--- src/pss_pkg.sv ---
// Constants for the strap, skew and idle-threshold register bank
package pss_pkg;

   // ****************************************
   // Register indexes and byte addresses
   // ****************************************
   localparam logic [7:0] IDX_IDLE_CFG = 8'h53;
   localparam logic [7:0] IDX_SKEW_STS = 8'h55;
   localparam logic [7:0] IDX_STRAP_ONE = 8'h6E;
   localparam logic [7:0] IDX_STRAP_TWO = 8'h6F;
   localparam logic [31:0] ADDR_IDLE_CFG = 32'({IDX_IDLE_CFG, 2'b00});
   localparam logic [31:0] ADDR_SKEW_STS = 32'({IDX_SKEW_STS, 2'b00});
   localparam logic [31:0] ADDR_STRAP_ONE = 32'({IDX_STRAP_ONE, 2'b00});
   localparam logic [31:0] ADDR_STRAP_TWO = 32'({IDX_STRAP_TWO, 2'b00});

   // ****************************************
   // Field layout and reset values
   // ****************************************
   localparam int THR_W = 4;
   localparam int SKEW_W = 4;
   localparam logic [11:0] IDLE_CFG_RSVD = 12'h205;
   localparam logic [3:0] IDLE_THR_RESET = 4'h5;
   localparam logic [3:0] IDLE_CNT_MAX = 4'hF;
   localparam logic [15:0] STRAP_RESET = 16'h0000;

   localparam int B_MIRROR = 15;
   localparam int B_DOWNSHIFT = 14;
   localparam int B_CLKOUT_OFF = 13;
   localparam int B_GMAC_OFF = 12;
   localparam int B_STS1_RSVD = 11;
   localparam int B_XOVER_OFF = 10;
   localparam int B_FORCE_X = 9;
   localparam int B_HALF_DUP = 8;
   localparam int B_ANEG_OFF = 7;
   localparam int B_SPEED_HI = 6;
   localparam int B_SPEED_LO = 5;
   localparam int B_ADDR_HI = 4;
   localparam int B_ADDR_LO = 0;
   localparam int B_FAST_DROP = 10;
   localparam int B_TX_DLY_LO = 4;
   localparam int B_RX_DLY_LO = 0;
   localparam int B_STS2_RSVD = 3;

   // ****************************************
   // Bus encodings
   // ****************************************
   localparam logic [1:0] HTRANS_NONSEQ = 2'b10;
   localparam logic HRESP_OKAY = 1'b0;

endpackage : pss_pkg

--- src/pss_regs.sv ---
// Strap status, receive skew status and idle-threshold register bank
//
// Our own choice: the AHB-Lite slave port.
`timescale 1ns/100ps
// Overview of operation
// - Idle mode once consecutive idles reach threshold
// - Skew register bits 7:4 show channel B
// - Bits 3:0 show channel A; upper byte zero
// - Bit 15 shows mirroring strap
// - Bit 14 shows downshift strap
// - Bit 13 clock output off, large package only
// - Bit 12 gigabit interface off; bit 11 zero
// - Bit 10 shows crossover detection off
// - Bit 9 shows forced crossed configuration
// - Bit 8 shows half duplex strap
// - Bit 7 shows autonegotiation off
// - Speed select two bits large, one small
// - Address five bits large, four small
// - Second register bit 10 fast drop; 15:11 zero
// - Small package bits 6:4 transmit delay
// - Small package bits 2:0 receive delay; 3 zero
module pss_regs #(
   parameter bit LARGE_PACKAGE = 1'b1
) (
   input wire logic ref_clk,
   input wire logic arst_n,
   input wire logic hsel,
   input wire logic [31:0] haddr,
   input wire logic [1:0] htrans,
   input wire logic hwrite,
   input wire logic [2:0] hsize,
   input wire logic [31:0] hwdata,
   input wire logic hready,
   output logic hreadyout,
   output logic hresp,
   output logic [31:0] hrdata,
   input wire logic rx_symbol_valid,
   input wire logic rx_symbol_idle,
   output logic idle_mode,
   input wire logic [pss_pkg::SKEW_W-1:0] rx_chan_a_skew_cycles,
   input wire logic [pss_pkg::SKEW_W-1:0] rx_chan_b_skew_cycles,
   input wire logic strap_mirror_en,
   input wire logic strap_downshift_en,
   input wire logic strap_clock_output_off,
   input wire logic strap_reduced_gmac_if_off,
   input wire logic strap_auto_crossover_off,
   input wire logic strap_forced_crossover,
   input wire logic strap_half_duplex,
   input wire logic strap_autoneg_off,
   input wire logic [1:0] strap_speed_select_wide,
   input wire logic [4:0] strap_mgmt_address,
   input wire logic strap_fast_drop,
   input wire logic [2:0] strap_tx_clk_delay,
   input wire logic [2:0] strap_rx_clk_delay
);
   import pss_pkg::*;

   // ****************************************
   // Reset release
   // ****************************************
   logic rst_meta;
   logic rst_n;

   always_ff @(posedge ref_clk or negedge arst_n) begin
      if (!arst_n) begin
         rst_meta <= 1'b0;
         rst_n <= 1'b0;
      end else begin
         rst_meta <= 1'b1;
         rst_n <= rst_meta;
      end
   end

   // ****************************************
   // Bus address phase
   // ****************************************
   logic addr_take;
   logic wr_pend;
   logic [31:0] wr_addr;
   logic [THR_W-1:0] idle_thr;
   logic [15:0] strap_one;
   logic [15:0] strap_two;
   logic strap_taken;
   logic [15:0] next_rdata;

   assign addr_take = hsel && hready && (htrans == HTRANS_NONSEQ);

   always_ff @(posedge ref_clk or negedge rst_n) begin
      if (!rst_n) begin
         wr_pend <= 1'b0;
         wr_addr <= 32'h0000_0000;
      end else begin
         wr_pend <= addr_take && hwrite;
         wr_addr <= haddr;
      end
   end

   // ****************************************
   // Idle threshold register
   // ****************************************
   always_ff @(posedge ref_clk or negedge rst_n) begin
      if (!rst_n) begin
         idle_thr <= IDLE_THR_RESET;
      end else if (wr_pend && (wr_addr == ADDR_IDLE_CFG)) begin
         idle_thr <= hwdata[THR_W-1:0];
      end
   end

   // ****************************************
   // Read data
   // ****************************************
   always_comb begin
      next_rdata = 16'h0000;
      case (haddr)
         ADDR_IDLE_CFG: begin
            if (wr_pend && (wr_addr == ADDR_IDLE_CFG)) begin
               next_rdata = {IDLE_CFG_RSVD, hwdata[THR_W-1:0]};
            end else begin
               next_rdata = {IDLE_CFG_RSVD, idle_thr};
            end
         end
         ADDR_SKEW_STS: begin
            next_rdata = {8'h00, rx_chan_b_skew_cycles, rx_chan_a_skew_cycles};
         end
         ADDR_STRAP_ONE: begin
            next_rdata = strap_one;
         end
         ADDR_STRAP_TWO: begin
            next_rdata = strap_two;
         end
         default: begin
            next_rdata = 16'h0000;
         end
      endcase
   end

   always_ff @(posedge ref_clk or negedge rst_n) begin
      if (!rst_n) begin
         hrdata <= 32'h0000_0000;
      end else if (addr_take && !hwrite) begin
         hrdata <= {16'h0000, next_rdata};
      end
   end

   always_ff @(posedge ref_clk or negedge rst_n) begin
      if (!rst_n) begin
         hreadyout <= 1'b1;
         hresp <= HRESP_OKAY;
      end else begin
         hreadyout <= 1'b1;
         hresp <= HRESP_OKAY;
      end
   end

   // ****************************************
   // Strap capture
   // ****************************************
   always_ff @(posedge ref_clk or negedge rst_n) begin
      if (!rst_n) begin
         strap_taken <= 1'b0;
         strap_one <= STRAP_RESET;
         strap_two <= STRAP_RESET;
      end else if (!strap_taken) begin
         strap_taken <= 1'b1;
         strap_one <= STRAP_RESET;
         strap_two <= STRAP_RESET;
         strap_one[B_MIRROR] <= strap_mirror_en;
         strap_one[B_DOWNSHIFT] <= strap_downshift_en;
         strap_one[B_CLKOUT_OFF] <= LARGE_PACKAGE && strap_clock_output_off;
         strap_one[B_GMAC_OFF] <= strap_reduced_gmac_if_off;
         strap_one[B_XOVER_OFF] <= strap_auto_crossover_off;
         strap_one[B_FORCE_X] <= strap_forced_crossover;
         strap_one[B_HALF_DUP] <= strap_half_duplex;
         strap_one[B_ANEG_OFF] <= strap_autoneg_off;
         strap_two[B_FAST_DROP] <= strap_fast_drop;
         if (LARGE_PACKAGE) begin
            strap_one[B_SPEED_HI:B_SPEED_LO] <= strap_speed_select_wide;
            strap_one[B_ADDR_HI:B_ADDR_LO] <= strap_mgmt_address;
         end else begin
            strap_one[B_SPEED_LO] <= strap_speed_select_wide[0];
            strap_one[B_ADDR_HI-1:B_ADDR_LO] <= strap_mgmt_address[3:0];
            strap_two[B_TX_DLY_LO+:3] <= strap_tx_clk_delay;
            strap_two[B_RX_DLY_LO+:3] <= strap_rx_clk_delay;
         end
      end
   end

   // ****************************************
   // Idle symbol detector
   // ****************************************
   logic [THR_W-1:0] idle_count;
   logic [THR_W-1:0] next_count;

   always_comb begin
      next_count = idle_count;
      if (idle_count != IDLE_CNT_MAX) begin
         next_count = idle_count + 4'h1;
      end
   end

   always_ff @(posedge ref_clk or negedge rst_n) begin
      if (!rst_n) begin
         idle_count <= 4'h0;
         idle_mode <= 1'b0;
      end else if (rx_symbol_valid) begin
         if (rx_symbol_idle) begin
            idle_count <= next_count;
            idle_mode <= (next_count >= idle_thr);
         end else begin
            idle_count <= 4'h0;
            idle_mode <= 1'b0;
         end
      end
   end

   // ****************************************
   // Checks
   // ****************************************
   chk_idle_exit: assert property (@(posedge ref_clk) disable iff (!rst_n)
      rx_symbol_valid && !rx_symbol_idle |=> !idle_mode)
      else $error("idle mode held after a non-idle symbol");

   chk_idle_enter: assert property (@(posedge ref_clk) disable iff (!rst_n)
      rx_symbol_valid && rx_symbol_idle && (next_count >= idle_thr) |=> idle_mode)
      else $error("idle mode not entered at threshold");

   chk_thr_write: assert property (@(posedge ref_clk) disable iff (!rst_n)
      addr_take && hwrite && (haddr == ADDR_IDLE_CFG)
      ##1 1'b1 |=> idle_thr == $past(hwdata[THR_W-1:0]))
      else $error("threshold write not stored");

   chk_skew_read: assert property (@(posedge ref_clk) disable iff (!rst_n)
      addr_take && !hwrite && (haddr == ADDR_SKEW_STS) |=>
      hrdata[15:0] == {8'h00, $past(rx_chan_b_skew_cycles), $past(rx_chan_a_skew_cycles)})
      else $error("skew status read mismatch");

   chk_strap_hold: assert property (@(posedge ref_clk) disable iff (!rst_n)
      strap_taken |=> $stable(strap_one) && $stable(strap_two))
      else $error("strap value changed after capture");

   chk_sts1_read: assert property (@(posedge ref_clk) disable iff (!rst_n)
      addr_take && !hwrite && (haddr == ADDR_STRAP_ONE) && strap_taken |=>
      !hrdata[B_STS1_RSVD] && (hrdata[B_MIRROR] == strap_one[B_MIRROR]))
      else $error("strap status one read mismatch");

   chk_sts2_zero: assert property (@(posedge ref_clk) disable iff (!rst_n)
      addr_take && !hwrite && (haddr == ADDR_STRAP_TWO) |=>
      (hrdata[15:11] == 5'h00) && !hrdata[B_STS2_RSVD])
      else $error("strap status two reserved bits set");

   chk_pkg_mask: assert property (@(posedge ref_clk) disable iff (!rst_n)
      strap_taken |->
      (LARGE_PACKAGE ? ((strap_two[B_TX_DLY_LO+:3] == 3'h0) && (strap_two[B_RX_DLY_LO+:3] == 3'h0)) :
      (!strap_one[B_SPEED_HI] && !strap_one[B_ADDR_HI] && !strap_one[B_CLKOUT_OFF])))
      else $error("package field not masked");

   chk_ro_write: assert property (@(posedge ref_clk) disable iff (!rst_n)
      wr_pend && (wr_addr == ADDR_STRAP_ONE) && strap_taken |=> $stable(strap_one))
      else $error("write altered strap status");

   chk_mirror_cap: assert property (@(posedge ref_clk) disable iff (!rst_n)
      $rose(strap_taken) |->
      strap_one[B_MIRROR] == $past(strap_mirror_en))
      else $error("mirror strap not captured");

   chk_downshift_cap: assert property (@(posedge ref_clk) disable iff (!rst_n)
      $rose(strap_taken) |->
      strap_one[B_DOWNSHIFT] == $past(strap_downshift_en))
      else $error("downshift strap not captured");

   chk_clkout_cap: assert property (@(posedge ref_clk) disable iff (!rst_n)
      $rose(strap_taken) |->
      strap_one[B_CLKOUT_OFF] == (LARGE_PACKAGE && $past(strap_clock_output_off)))
      else $error("clock output strap not captured");

   chk_gmac_cap: assert property (@(posedge ref_clk) disable iff (!rst_n)
      $rose(strap_taken) |->
      (strap_one[B_GMAC_OFF] == $past(strap_reduced_gmac_if_off)) && !strap_one[B_STS1_RSVD])
      else $error("interface strap not captured");

   chk_xover_cap: assert property (@(posedge ref_clk) disable iff (!rst_n)
      $rose(strap_taken) |->
      strap_one[B_XOVER_OFF] == $past(strap_auto_crossover_off))
      else $error("crossover detection strap not captured");

   chk_forced_cap: assert property (@(posedge ref_clk) disable iff (!rst_n)
      $rose(strap_taken) |->
      strap_one[B_FORCE_X] == $past(strap_forced_crossover))
      else $error("forced crossover strap not captured");

   chk_duplex_cap: assert property (@(posedge ref_clk) disable iff (!rst_n)
      $rose(strap_taken) |->
      strap_one[B_HALF_DUP] == $past(strap_half_duplex))
      else $error("duplex strap not captured");

   chk_aneg_cap: assert property (@(posedge ref_clk) disable iff (!rst_n)
      $rose(strap_taken) |->
      strap_one[B_ANEG_OFF] == $past(strap_autoneg_off))
      else $error("autonegotiation strap not captured");

   chk_speed_cap: assert property (@(posedge ref_clk) disable iff (!rst_n)
      $rose(strap_taken) |-> strap_one[B_SPEED_HI:B_SPEED_LO] ==
      (LARGE_PACKAGE ? $past(strap_speed_select_wide) : {1'b0, $past(strap_speed_select_wide[0])}))
      else $error("speed select strap not captured");

   chk_addr_cap: assert property (@(posedge ref_clk) disable iff (!rst_n)
      $rose(strap_taken) |-> strap_one[B_ADDR_HI:B_ADDR_LO] ==
      (LARGE_PACKAGE ? $past(strap_mgmt_address) : {1'b0, $past(strap_mgmt_address[3:0])}))
      else $error("address strap not captured");

   chk_fast_drop_cap: assert property (@(posedge ref_clk) disable iff (!rst_n)
      $rose(strap_taken) |->
      (strap_two[B_FAST_DROP] == $past(strap_fast_drop)) && (strap_two[15:11] == 5'h00))
      else $error("fast drop strap not captured");

   chk_tx_delay_cap: assert property (@(posedge ref_clk) disable iff (!rst_n)
      $rose(strap_taken) |->
      strap_two[B_TX_DLY_LO+:3] == (LARGE_PACKAGE ? 3'h0 : $past(strap_tx_clk_delay)))
      else $error("transmit delay strap not captured");

   chk_rx_delay_cap: assert property (@(posedge ref_clk) disable iff (!rst_n)
      $rose(strap_taken) |-> !strap_two[B_STS2_RSVD] &&
      (strap_two[B_RX_DLY_LO+:3] == (LARGE_PACKAGE ? 3'h0 : $past(strap_rx_clk_delay))))
      else $error("receive delay strap not captured");

   chk_idle_hold: assert property (@(posedge ref_clk) disable iff (!rst_n)
      !rx_symbol_valid |=>
      $stable(idle_mode))
      else $error("idle mode changed without a symbol");

   chk_count_clear: assert property (@(posedge ref_clk) disable iff (!rst_n)
      rx_symbol_valid && !rx_symbol_idle |=>
      idle_count == 4'h0)
      else $error("idle count not cleared by a non-idle symbol");

   chk_count_step: assert property (@(posedge ref_clk) disable iff (!rst_n)
      rx_symbol_valid && rx_symbol_idle && (idle_count != IDLE_CNT_MAX) |=>
      idle_count == $past(idle_count) + 4'h1)
      else $error("idle count did not advance");

   chk_thr_reset: assert property (@(posedge ref_clk) disable iff (!rst_n)
      $rose(rst_n) |->
      idle_thr == IDLE_THR_RESET)
      else $error("threshold not at reset value");

   chk_rsvd_read: assert property (@(posedge ref_clk) disable iff (!rst_n)
      addr_take && !hwrite && (haddr == ADDR_IDLE_CFG) |=>
      hrdata[15:THR_W] == IDLE_CFG_RSVD)
      else $error("threshold register upper field mismatch");

endmodule : pss_regs

--- config.mk ---
export PLATFORM = sky130hd
export DESIGN_NAME = pss_regs
export DESIGN_NICKNAME = d
export VERILOG_FILES = /design/src/pss_pkg.sv /design/src/pss_regs.sv
export SDC_FILE = /design/constraint.sdc
export NUM_CORES = 1
export LEC_CHECK = 0
export BUFFER_PORTS_ARGS = -buffer_cell sky130_fd_sc_hd__buf_2
export CAP_MARGIN = 20
export CELL_PAD_IN_SITES_DETAIL_PLACEMENT = 1
export CELL_PAD_IN_SITES_GLOBAL_PLACEMENT = 1
export CORE_MARGIN = 3
export CORE_UTILIZATION = 30
export DETAILED_ROUTE_END_ITERATION = 7
export GPL_TIMING_DRIVEN = 0
export PLACE_DENSITY_LB_ADDON = 0.1
export SYNTH_ARGS = -nofsm -noshare
export SYNTH_HDL_FRONTEND = slang
export SYNTH_SLANG_ARGS = --single-unit
export TNS_END_PERCENT = 5
--- constraint.sdc ---
create_clock -name ref_clk -period 3.1 [get_ports ref_clk]
set_input_delay 0.155 -clock ref_clk [delete_from_list [all_inputs] [get_ports ref_clk]]
set_output_delay 0.155 -clock ref_clk [all_outputs]
set_load 0.02 [all_outputs]
# --- Word level (Yosys, flattened, before mapping) ---
# Index checks and enable logic that the tools add are counted.
word_totals:
  register_bits: 77
  output_inout_bits: 35
  elab_cells: 31
op_classes:
  addsub: 1
  n_lt_le_gt_ge: 1
  n_eq_ne: 7
  muxes: 5
  reduce_logical: 6
ops:
  columns: ["cell", "count"]
  rows:
  - ["== test 32 x 9 -> 1 bit (second input constant)", 5]
  - ["case mux 16 bit (4 select lines)", 1]
  - ["two-way mux 4 bit", 3]
  - ["logical AND 1 bit", 5]
  - ["adder 4 x 1 -> 4 bit (second input constant)", 1]
  - ["greater-or-equal comparator 4 bit", 1]
  - ["!= test 4 bit (second input constant)", 1]
  - ["== test 2 bit (second input constant)", 1]
  - ["zero test 1 bit", 1]
  - ["two-way mux 1 bit", 1]

# --- Longest topological paths before layout ---
# Gate-level depths: netlist (run 1).
depth:
  word_depth: 4
  depth_mapped: 9

# --- Least setup slack after synthesis (run 1) ---
# OpenSTA, ideal clock, no wires.
synth_timing:
  path_kind: "reg-to-reg"
  start: "register idle_count[0]"
  end: "register idle_mode"
  setup_time_ps: 120
  t_arrival_ps: 1979
  required_ps: 2980
  path_slack_ps: 1001
  stages_incl_launch_ff: 10
  n_path_buf: 0
  path_cell_list: "dfrtp_1 ha_1 nand3_1 xnor2_1 ha_1 nand2b_1 a21o_1 a21o_1 a21o_1 a31o_2"
synth_via:
  elab_chain_len: 4
  word_cells_on_any_way: 5
  classes_between: "1 x add/sub; 1 x order compare; 1 x eq/ne; 2 x mux"
synth_lines:
  columns: ["item", "line_no", "rtl"]
  rows:
  - ["from (decl)", "pss_regs.sv:191", "logic [THR_W-1:0] idle_count;"]
  - ["from (signal assigned)", "pss_regs.sv:207", "idle_count <= next_count;"]
  - ["adder 4 x 1 -> 4 bit / != test 4 bit (equally long branches)", "pss_regs.sv:197, pss_regs.sv:196", null]
  - ["two-way mux 4 bit *", "pss_regs.sv:196", "if (idle_count != IDLE_CNT_MAX) begin"]
  - ["greater-or-equal comparator 4 bit *", "pss_regs.sv:208", "idle_mode <= (next_count >= idle_thr);"]
  - ["two-way mux 1 bit *", "pss_regs.sv:206", "if (rx_symbol_idle) begin"]
  - ["to (signal assigned)", "pss_regs.sv:208", null]
  - ["to (decl)", "pss_regs.sv:39", "output logic idle_mode,"]
# Every way passes the cells marked *; elsewhere a longest branch is shown, timed or not.
# A chain may end at the register's enable or synchronous reset.

# --- Worst setup path after layout (run 1) ---
# Same ends and word-level chain as after synthesis.

==> metrics.txt, run 1 <==
CORE AREA=10400 sq um; commonest non-fill, non-tap cell in the layout=buf_2; worst-path fanout max=5; most frequent cells in the layout=buf_2 (83), dfrtp_1 (73), dlygate4sd3_1 (33); Worst path slowest cell=dfrtp_1; Syn-to-layout area delta=37.2%; R2R depth=9; TritonCTS clock tree=done; Synth Cell Area=3240 sq um; clock tree sinks=76; antenna cells=0; Power Density=460 nW/um^2; Final #Nets=526; DR WL/cell=15.0 um; I/O pins=141; worst-margin pin slew=0.666 ns; Async S/R FF share, synth=100%; Hold WC Path Type=in2reg; critical path type=reg2reg; initial detailed-routing violation count=79; RSZ-0062 raised after global routing=no; Slew HR=55.2%; R2R setup slack=0.79 ns; Static Leakage=2.08 nW; die area=12100 sq um; largest net degree at the start of global routing=65; layout cell share with drive strength beyond 1=36.0%; setup ws final=0.788 ns; Critical Path Most Common Cell=a21o_1; HP Start=strap_speed_select_wide[1]; Post-Route WL=8370 um; critical path depth=9; die height=110 um; TritonCTS Buffers=9; dpl hpwl=6210 um; FF/Latch Area=1910 sq um; vias in the first global route=2729; Final Setup Violations=0; Vias=2516; MaxCap Viol Count=0; initial core utilization=31.1%; clk_lat worst skew=0.35 ns; Critical R2R Capture=idle_mode$_DFFE_PN0P_; WHS Endpoint=strap_one[6]$_DFFE_PN0N_; Power, Total=2.04 mW; antenna viol nets, final=0; worst stage delay on the critical path=0.42 ns; DRC Markers=0; CP delay by family, top=compound AO/OA/AOI/OAI gates; post-synth cell types=47; Tot GR Track Use=14.8%; worst r2r src=idle_count[0]$_DFFE_PN0P_; crit start category=register; max frequency=0.433 GHz; Final Cycle Share=74.6%; worst path bufs/invs=0; die width=110 um; CP Capture Type=register; remaining global-route overflow=0; outcome=finished, final reports clean; CP cell instances=ha_1 -> nand3_1 -> xnor2_1 -> ha_1 -> nand2b_1 -> a21o_1 -> a21o_1 -> a21o_1 -> a31o_2; share of the yosys chip area belonging to registers=58.9%; routed vias/inst=4.53; routability cong.=0.713; CTS Buffer Depth=2; Syn Inst Count=268; Root Buffer=clkbuf_8; Slew Limit Fails=0; synthesized flop and latch total=76; Hold Path Depth=2; multi-input logic area=1180 sq um; IO Port Bufs=83; Ys Warns=0; number of fill cells=1194; initial antenna violation count=0; Worst VDD drop=0.177 mV; crit path time final=2.31 ns; first-pass GRT wire length=13400 um; Data required, critical path=3.35 ns; critical path data arrival time=2.56 ns; CTS H-Tree Depth=3; Initial DRT Pass Iterations=6; Fin. Hold Viols=0; Hold Slack=0.0289 ns; Syn Area/Cell=12.1 sq um; dpl ws=0.775 ns; num rows=37; clk slew on worst S/H paths=0.08 ns; skew final=0.0134 ns; top_reg_cell synth=dfrtp_1; Post-synth EDFFs=0
-- stage by stage --
step	utilization (%)	setup TNS, ns	cells	cell area, sq um
4_1_cts	42.6	0	556	4440
3_5_place_dp	37.7	0	507	3920
5_1_grt	42.6	0	556	4440
2_1_floorplan	-	0	287	3310
6_report	42.6	0	556	4440
3_3_place_gp	37.4	-8.21	506	3890
-- power by group --
group	internal, mW	switching (mW)	leakage [nW]	total [mW]
logic	0.134	0.124	1.06	0.258
registers	1.05	0.0275	0.926	1.08
clock network	0.334	0.376	0.0917	0.710
total	1.52	0.528	2.08	2.04
-- state kept, by name, summed over array words and instances, names as in the netlist --
| signal | count |
|---|---|
| hrdata | 15 |
| idle_count | 4 |
| idle_mode | 1 |
| idle_thr | 4 |
| rst_meta | 1 |
| rst_n | 1 |
| strap_one | 15 |
| strap_taken | 1 |
| strap_two | 1 |
| wr_addr | 32 |
| wr_pend | 1 |
-- area by class of cell --
class / count / share of cell area (%)
Multi-Input combinational cell: 173 / 26.6
Clock buffer: 11 / 3.41
Clock inverter: 5 / 0.761
Inverter: 13 / 1.10
Buffer: 25 / 3.89
Sequential cell: 76 / 43.0
Timing Repair Buffer: 117 / 17.4
Tap cell: 136 / 3.83
-- synth_stat cells, drive strengths merged (3+ instances only) --
| cell type | number | share of area [%] |
|---|---|---|
| dfrtp | 74 | 57 |
| buf | 20 | 4.8 |
| nand2 | 20 | 2.3 |
| o21ai | 20 | 3.1 |
| mux2 | 16 | 5.6 |
| nor4 | 15 | 3.8 |
| inv | 13 | 1.5 |
| a21oi | 6 | 0.93 |
| a22oi | 6 | 1.4 |
| clkbuf | 5 | 0.58 |
| ha | 5 | 1.9 |
| nand3 | 5 | 0.93 |
| nor2 | 5 | 0.58 |
| nor2b | 5 | 0.97 |
| nor4b | 5 | 2.2 |
| nand2b | 4 | 0.77 |
| nand4 | 4 | 0.97 |
| o211ai | 4 | 0.93 |
| or2 | 4 | 0.77 |
| a21o | 3 | 0.70 |
| a31oi | 3 | 0.58 |
| nor3 | 3 | 0.46 |
| or4 | 3 | 0.81 |
-- kinds of logic (layout without fill, tap and decap cells) --
family	Yosys count	in the layout	share of synthesized area, %
flip-flops	76	76	58.9
AND/OR/NAND/NOR	82	82	17.0
AO/OA/AOI/OAI	47	47	9.01
other	2	21	0.232
adder cells (fa/ha/maj)	5	5	1.93
buffers and inverters	38	171	6.84
multiplexers	17	17	5.88
XOR/XNOR	1	1	0.271
-- repair_timing --
item / in CTS / in global routing
hold buffers: 33 / 0
gates resized for setup: 0 / 0
endpoints found under the hold margin: 34 / 0
setup buffers: 0 / 0
-- worst max-delay path by stage --
stage,start,to
after floorplan,rst_n$_DFF_PN0_,hrdata[0]$_DFFE_PN0P_
after global placement,rst_n$_DFF_PN0_,hrdata[12]$_DFFE_PN0P_
after detailed placement,idle_count[0]$_DFFE_PN0P_,idle_mode$_DFFE_PN0P_
after CTS,idle_count[0]$_DFFE_PN0P_,idle_mode$_DFFE_PN0P_
after global routing,haddr[31],hrdata[5]$_DFFE_PN0P_
final,idle_count[0]$_DFFE_PN0P_,idle_mode$_DFFE_PN0P_
-- routing by layer --
metal	up-vias	GRT usage [%]	wire, um
met1	1219	17.7	3550
li1	1219	-	-
met3	9	3.99	372
met5	-	0	0
met4	0	4.72	90
met2	69	25.8	4360
-- worst reg2reg max path, delay by kind of cell (launching register included) --
| family | cells | cell delay [ns] |
|---|---|---|
| AOI/OAI and AO/OA | 4 | 0.76 |
| adders and majority gates | 2 | 0.49 |
| DFF | 1 | 0.42 |
| and+or+nand+nor | 2 | 0.33 |
| xor gates and xnor gates | 1 | 0.22 |
(Power assumes the default switching activity.)
==> run 2: changes to the inputs <==
- ABC_AREA: unset -> 1
- clock period: 3.1 -> 2.2 ns (I/O delays scaled with it)
==> metrics.txt, run 2 <==
outcome=finished, final reports clean; number of fill cells=1336; I/O pins=141; clk slew on worst S/H paths=0.06 ns; crit start category=register; met1 WL=3770 um; IO Port Bufs=84; share of the yosys chip area belonging to registers=54.9%; Fin. Hold Viols=0; clk_lat worst skew=0.33 ns; most frequent cells in the layout=nand2_1 (89), buf_2 (84), dfrtp_1 (73); num rows=38; crit path time final=2.01 ns; routed vias/inst=4.19; Worst path slowest cell=dfrtp_1; die area=12900 sq um; largest register by flop count=wr_addr; TritonCTS clock tree=done; Synth Cell Area=3470 sq um; Tot GR Track Use=15.3%; Largest register FFs=32; Vias=2908; Final Setup Violations=0; CTS H-Tree Depth=3; post-synth cell types=33; Post-CTS Repair Setup Buffers=0; synthesized flop and latch total=76; die width=114 um; MaxCap Viol Count=0; synth top area cells=dfrtp_1 (53%), nand2_1 (9.6%), nor2_1 (6.3%); Ys Warns=0; DR WL/cell=13.0 um; wire length on met3=421 um; antenna viol nets, final=0; uppermost routed layer=met4; remaining global-route overflow=0; critical path data arrival time=2.26 ns; Initial DRT Pass Iterations=4; Data required, critical path=2.44 ns; initial core utilization=31.3%; Final Cycle Share=91.5%; routability cong.=0.728; antenna cells=0; Power Density=681 nW/um^2; initial antenna violation count=0; skew final=0.00418 ns; setup TNS=0 ns; top post-synthesis cells by count=nand2_1 (89), dfrtp_1 (74), nor2_1 (58); Hold Slack=0.0171 ns; Static Leakage=2.58 nW; Syn Area/Cell=8.78 sq um; TritonCTS Buffers=9; worst-margin pin slew=0.568 ns; Root Buffer=clkbuf_16; Synth top area share=53.4%; Slew HR=62.1%; Hold WC Path Type=in2reg; die height=114 um; non-filler cells, final=694; Critical Path Most Common Cell=inv_1; Final #Nets=661; initial detailed-routing violation count=72; Post-Route WL=9010 um; max frequency=0.497 GHz; Syn Inst Count=395; commonest non-fill, non-tap cell in the layout=nand2_1; worst stage delay on the critical path=0.41 ns; met2 routed WL=4700 um; dpl hpwl=6870 um; RSZ-0062 raised after global routing=no; largest area contributor in the netlist=dfrtp_1; worst-path fanout max=3; Post-synth EDFFs=0; CP cell instances=ha_1 -> nand2_1 -> inv_1 -> nor2_1 -> inv_1 -> o21ai_2 -> inv_1 -> ha_1 -> nand4_1 -> a31o_2 -> o21ai_0; largest net degree at the start of global routing=44; most common cell in the netlist=nand2_1; Slew Limit Fails=0; R2R setup slack=0.19 ns; clock tree sinks=76; critical path type=reg2reg; layout cell share with drive strength beyond 1=26.7%; vias in the first global route=3214; Async S/R FF share, synth=100%; CORE AREA=11100 sq um; Syn-to-layout area delta=40.3%; Worst VDD drop=0.406 mV; fin util=43.9%; Top Registers=wr_addr: 32 flops, hrdata: 15 flops, strap_one: 15 flops; placed cells=639; first-pass GRT wire length=15500 um; CTS Buffer Depth=2; CP Capture Type=register; top_reg_cell synth=dfrtp_1; DRC Markers=0
[run 2: area by class of cell]
type                            instances  area (sq um)  share of cell area (%)
Inverter                               57           214                    4.40
Buffer                                 24           173                    3.55
Timing Repair Buffer                  125           848                    17.4
Clock inverter                          2          35.0                   0.720
Sequential cell                        76          1910                    39.2
Multi-Input combinational cell        257          1260                    25.9
Clock buffer                           13           250                    5.14
Tap cell                              140           175                    3.60
[run 2: final timing paths]
kind | start | endpoint | cells past startpoint
setup / recovery | idle_count[0]$_DFFE_PN0P_ | idle_mode$_DFFE_PN0P_ | 11
hold / removal | hwrite | wr_pend$_DFF_PN0_ | 3
setup reg to reg | idle_count[0]$_DFFE_PN0P_ | idle_mode$_DFFE_PN0P_ | 11
hold reg to reg | rst_n$_DFF_PN0_ | strap_one[9]$_DFFE_PN0N_ | 0
max in group asynchronous | rst_n$_DFF_PN0_ | idle_thr[0]$_DFFE_PN1N_ | 1
min in group asynchronous | arst_n | rst_n$_DFF_PN0_ | 2
[run 2: per-stage QoR]
step                cell area, sq um  setup slack, ns  total power, mW
detailed placement              4170           0.0523             1.85
floorplan                       3540            0.391             1.72
finish                          4860            0.187             3.31
CTS                             4850           0.0310             3.37
global route                    4860          0.00456             3.50
global placement                4140            0.155             1.83
[run 2: power by group]
part,internal [mW],switching (mW),leakage [nW]
Sequential,1.47,0.0395,0.928
Clock,0.902,0.528,0.140
Combinational,0.187,0.187,1.52
Total,2.56,0.755,2.58
[run 2: critical path: cells and delay by family, from the launching register on]
family          cells  cell delay, ns
fa+ha+maj           2            0.56
compound gates      3            0.48
flops               1            0.41
simple gates        3            0.31
buf+inv             3            0.18
[run 2: logic make-up (layout without fill, tap and decap cells)]
group	Yosys count	after routing	share of synthesized area [%]
AO/OA/AOI/OAI	28	28	4.37
XOR/XNOR	1	1	0.253
adder cells (fa/ha/maj)	5	5	1.80
buffers and inverters	81	221	11.2
flip-flops	76	76	54.9
multiplexers	9	9	2.92
other	2	21	0.217
AND/OR/NAND/NOR	193	193	24.4
[run 2: repair_timing]
| item | in CTS | in global routing |
|---|---|---|
| hold buffers | 40 | 0 |
| endpoints found under the hold margin | 41 | 0 |
| gates resized for setup | 0 | 6 |
| endpoints found under the setup margin | 0 | 1 |
[run 2: routing by layer]
| layer | GRT usage [%] | vias up |
|---|---|---|
| met5 | 0 | - |
| met4 | 4.17 | 0 |
| met3 | 4.72 | 10 |
| met2 | 27.0 | 61 |
| met1 | 18.0 | 1357 |
| li1 | - | 1480 |
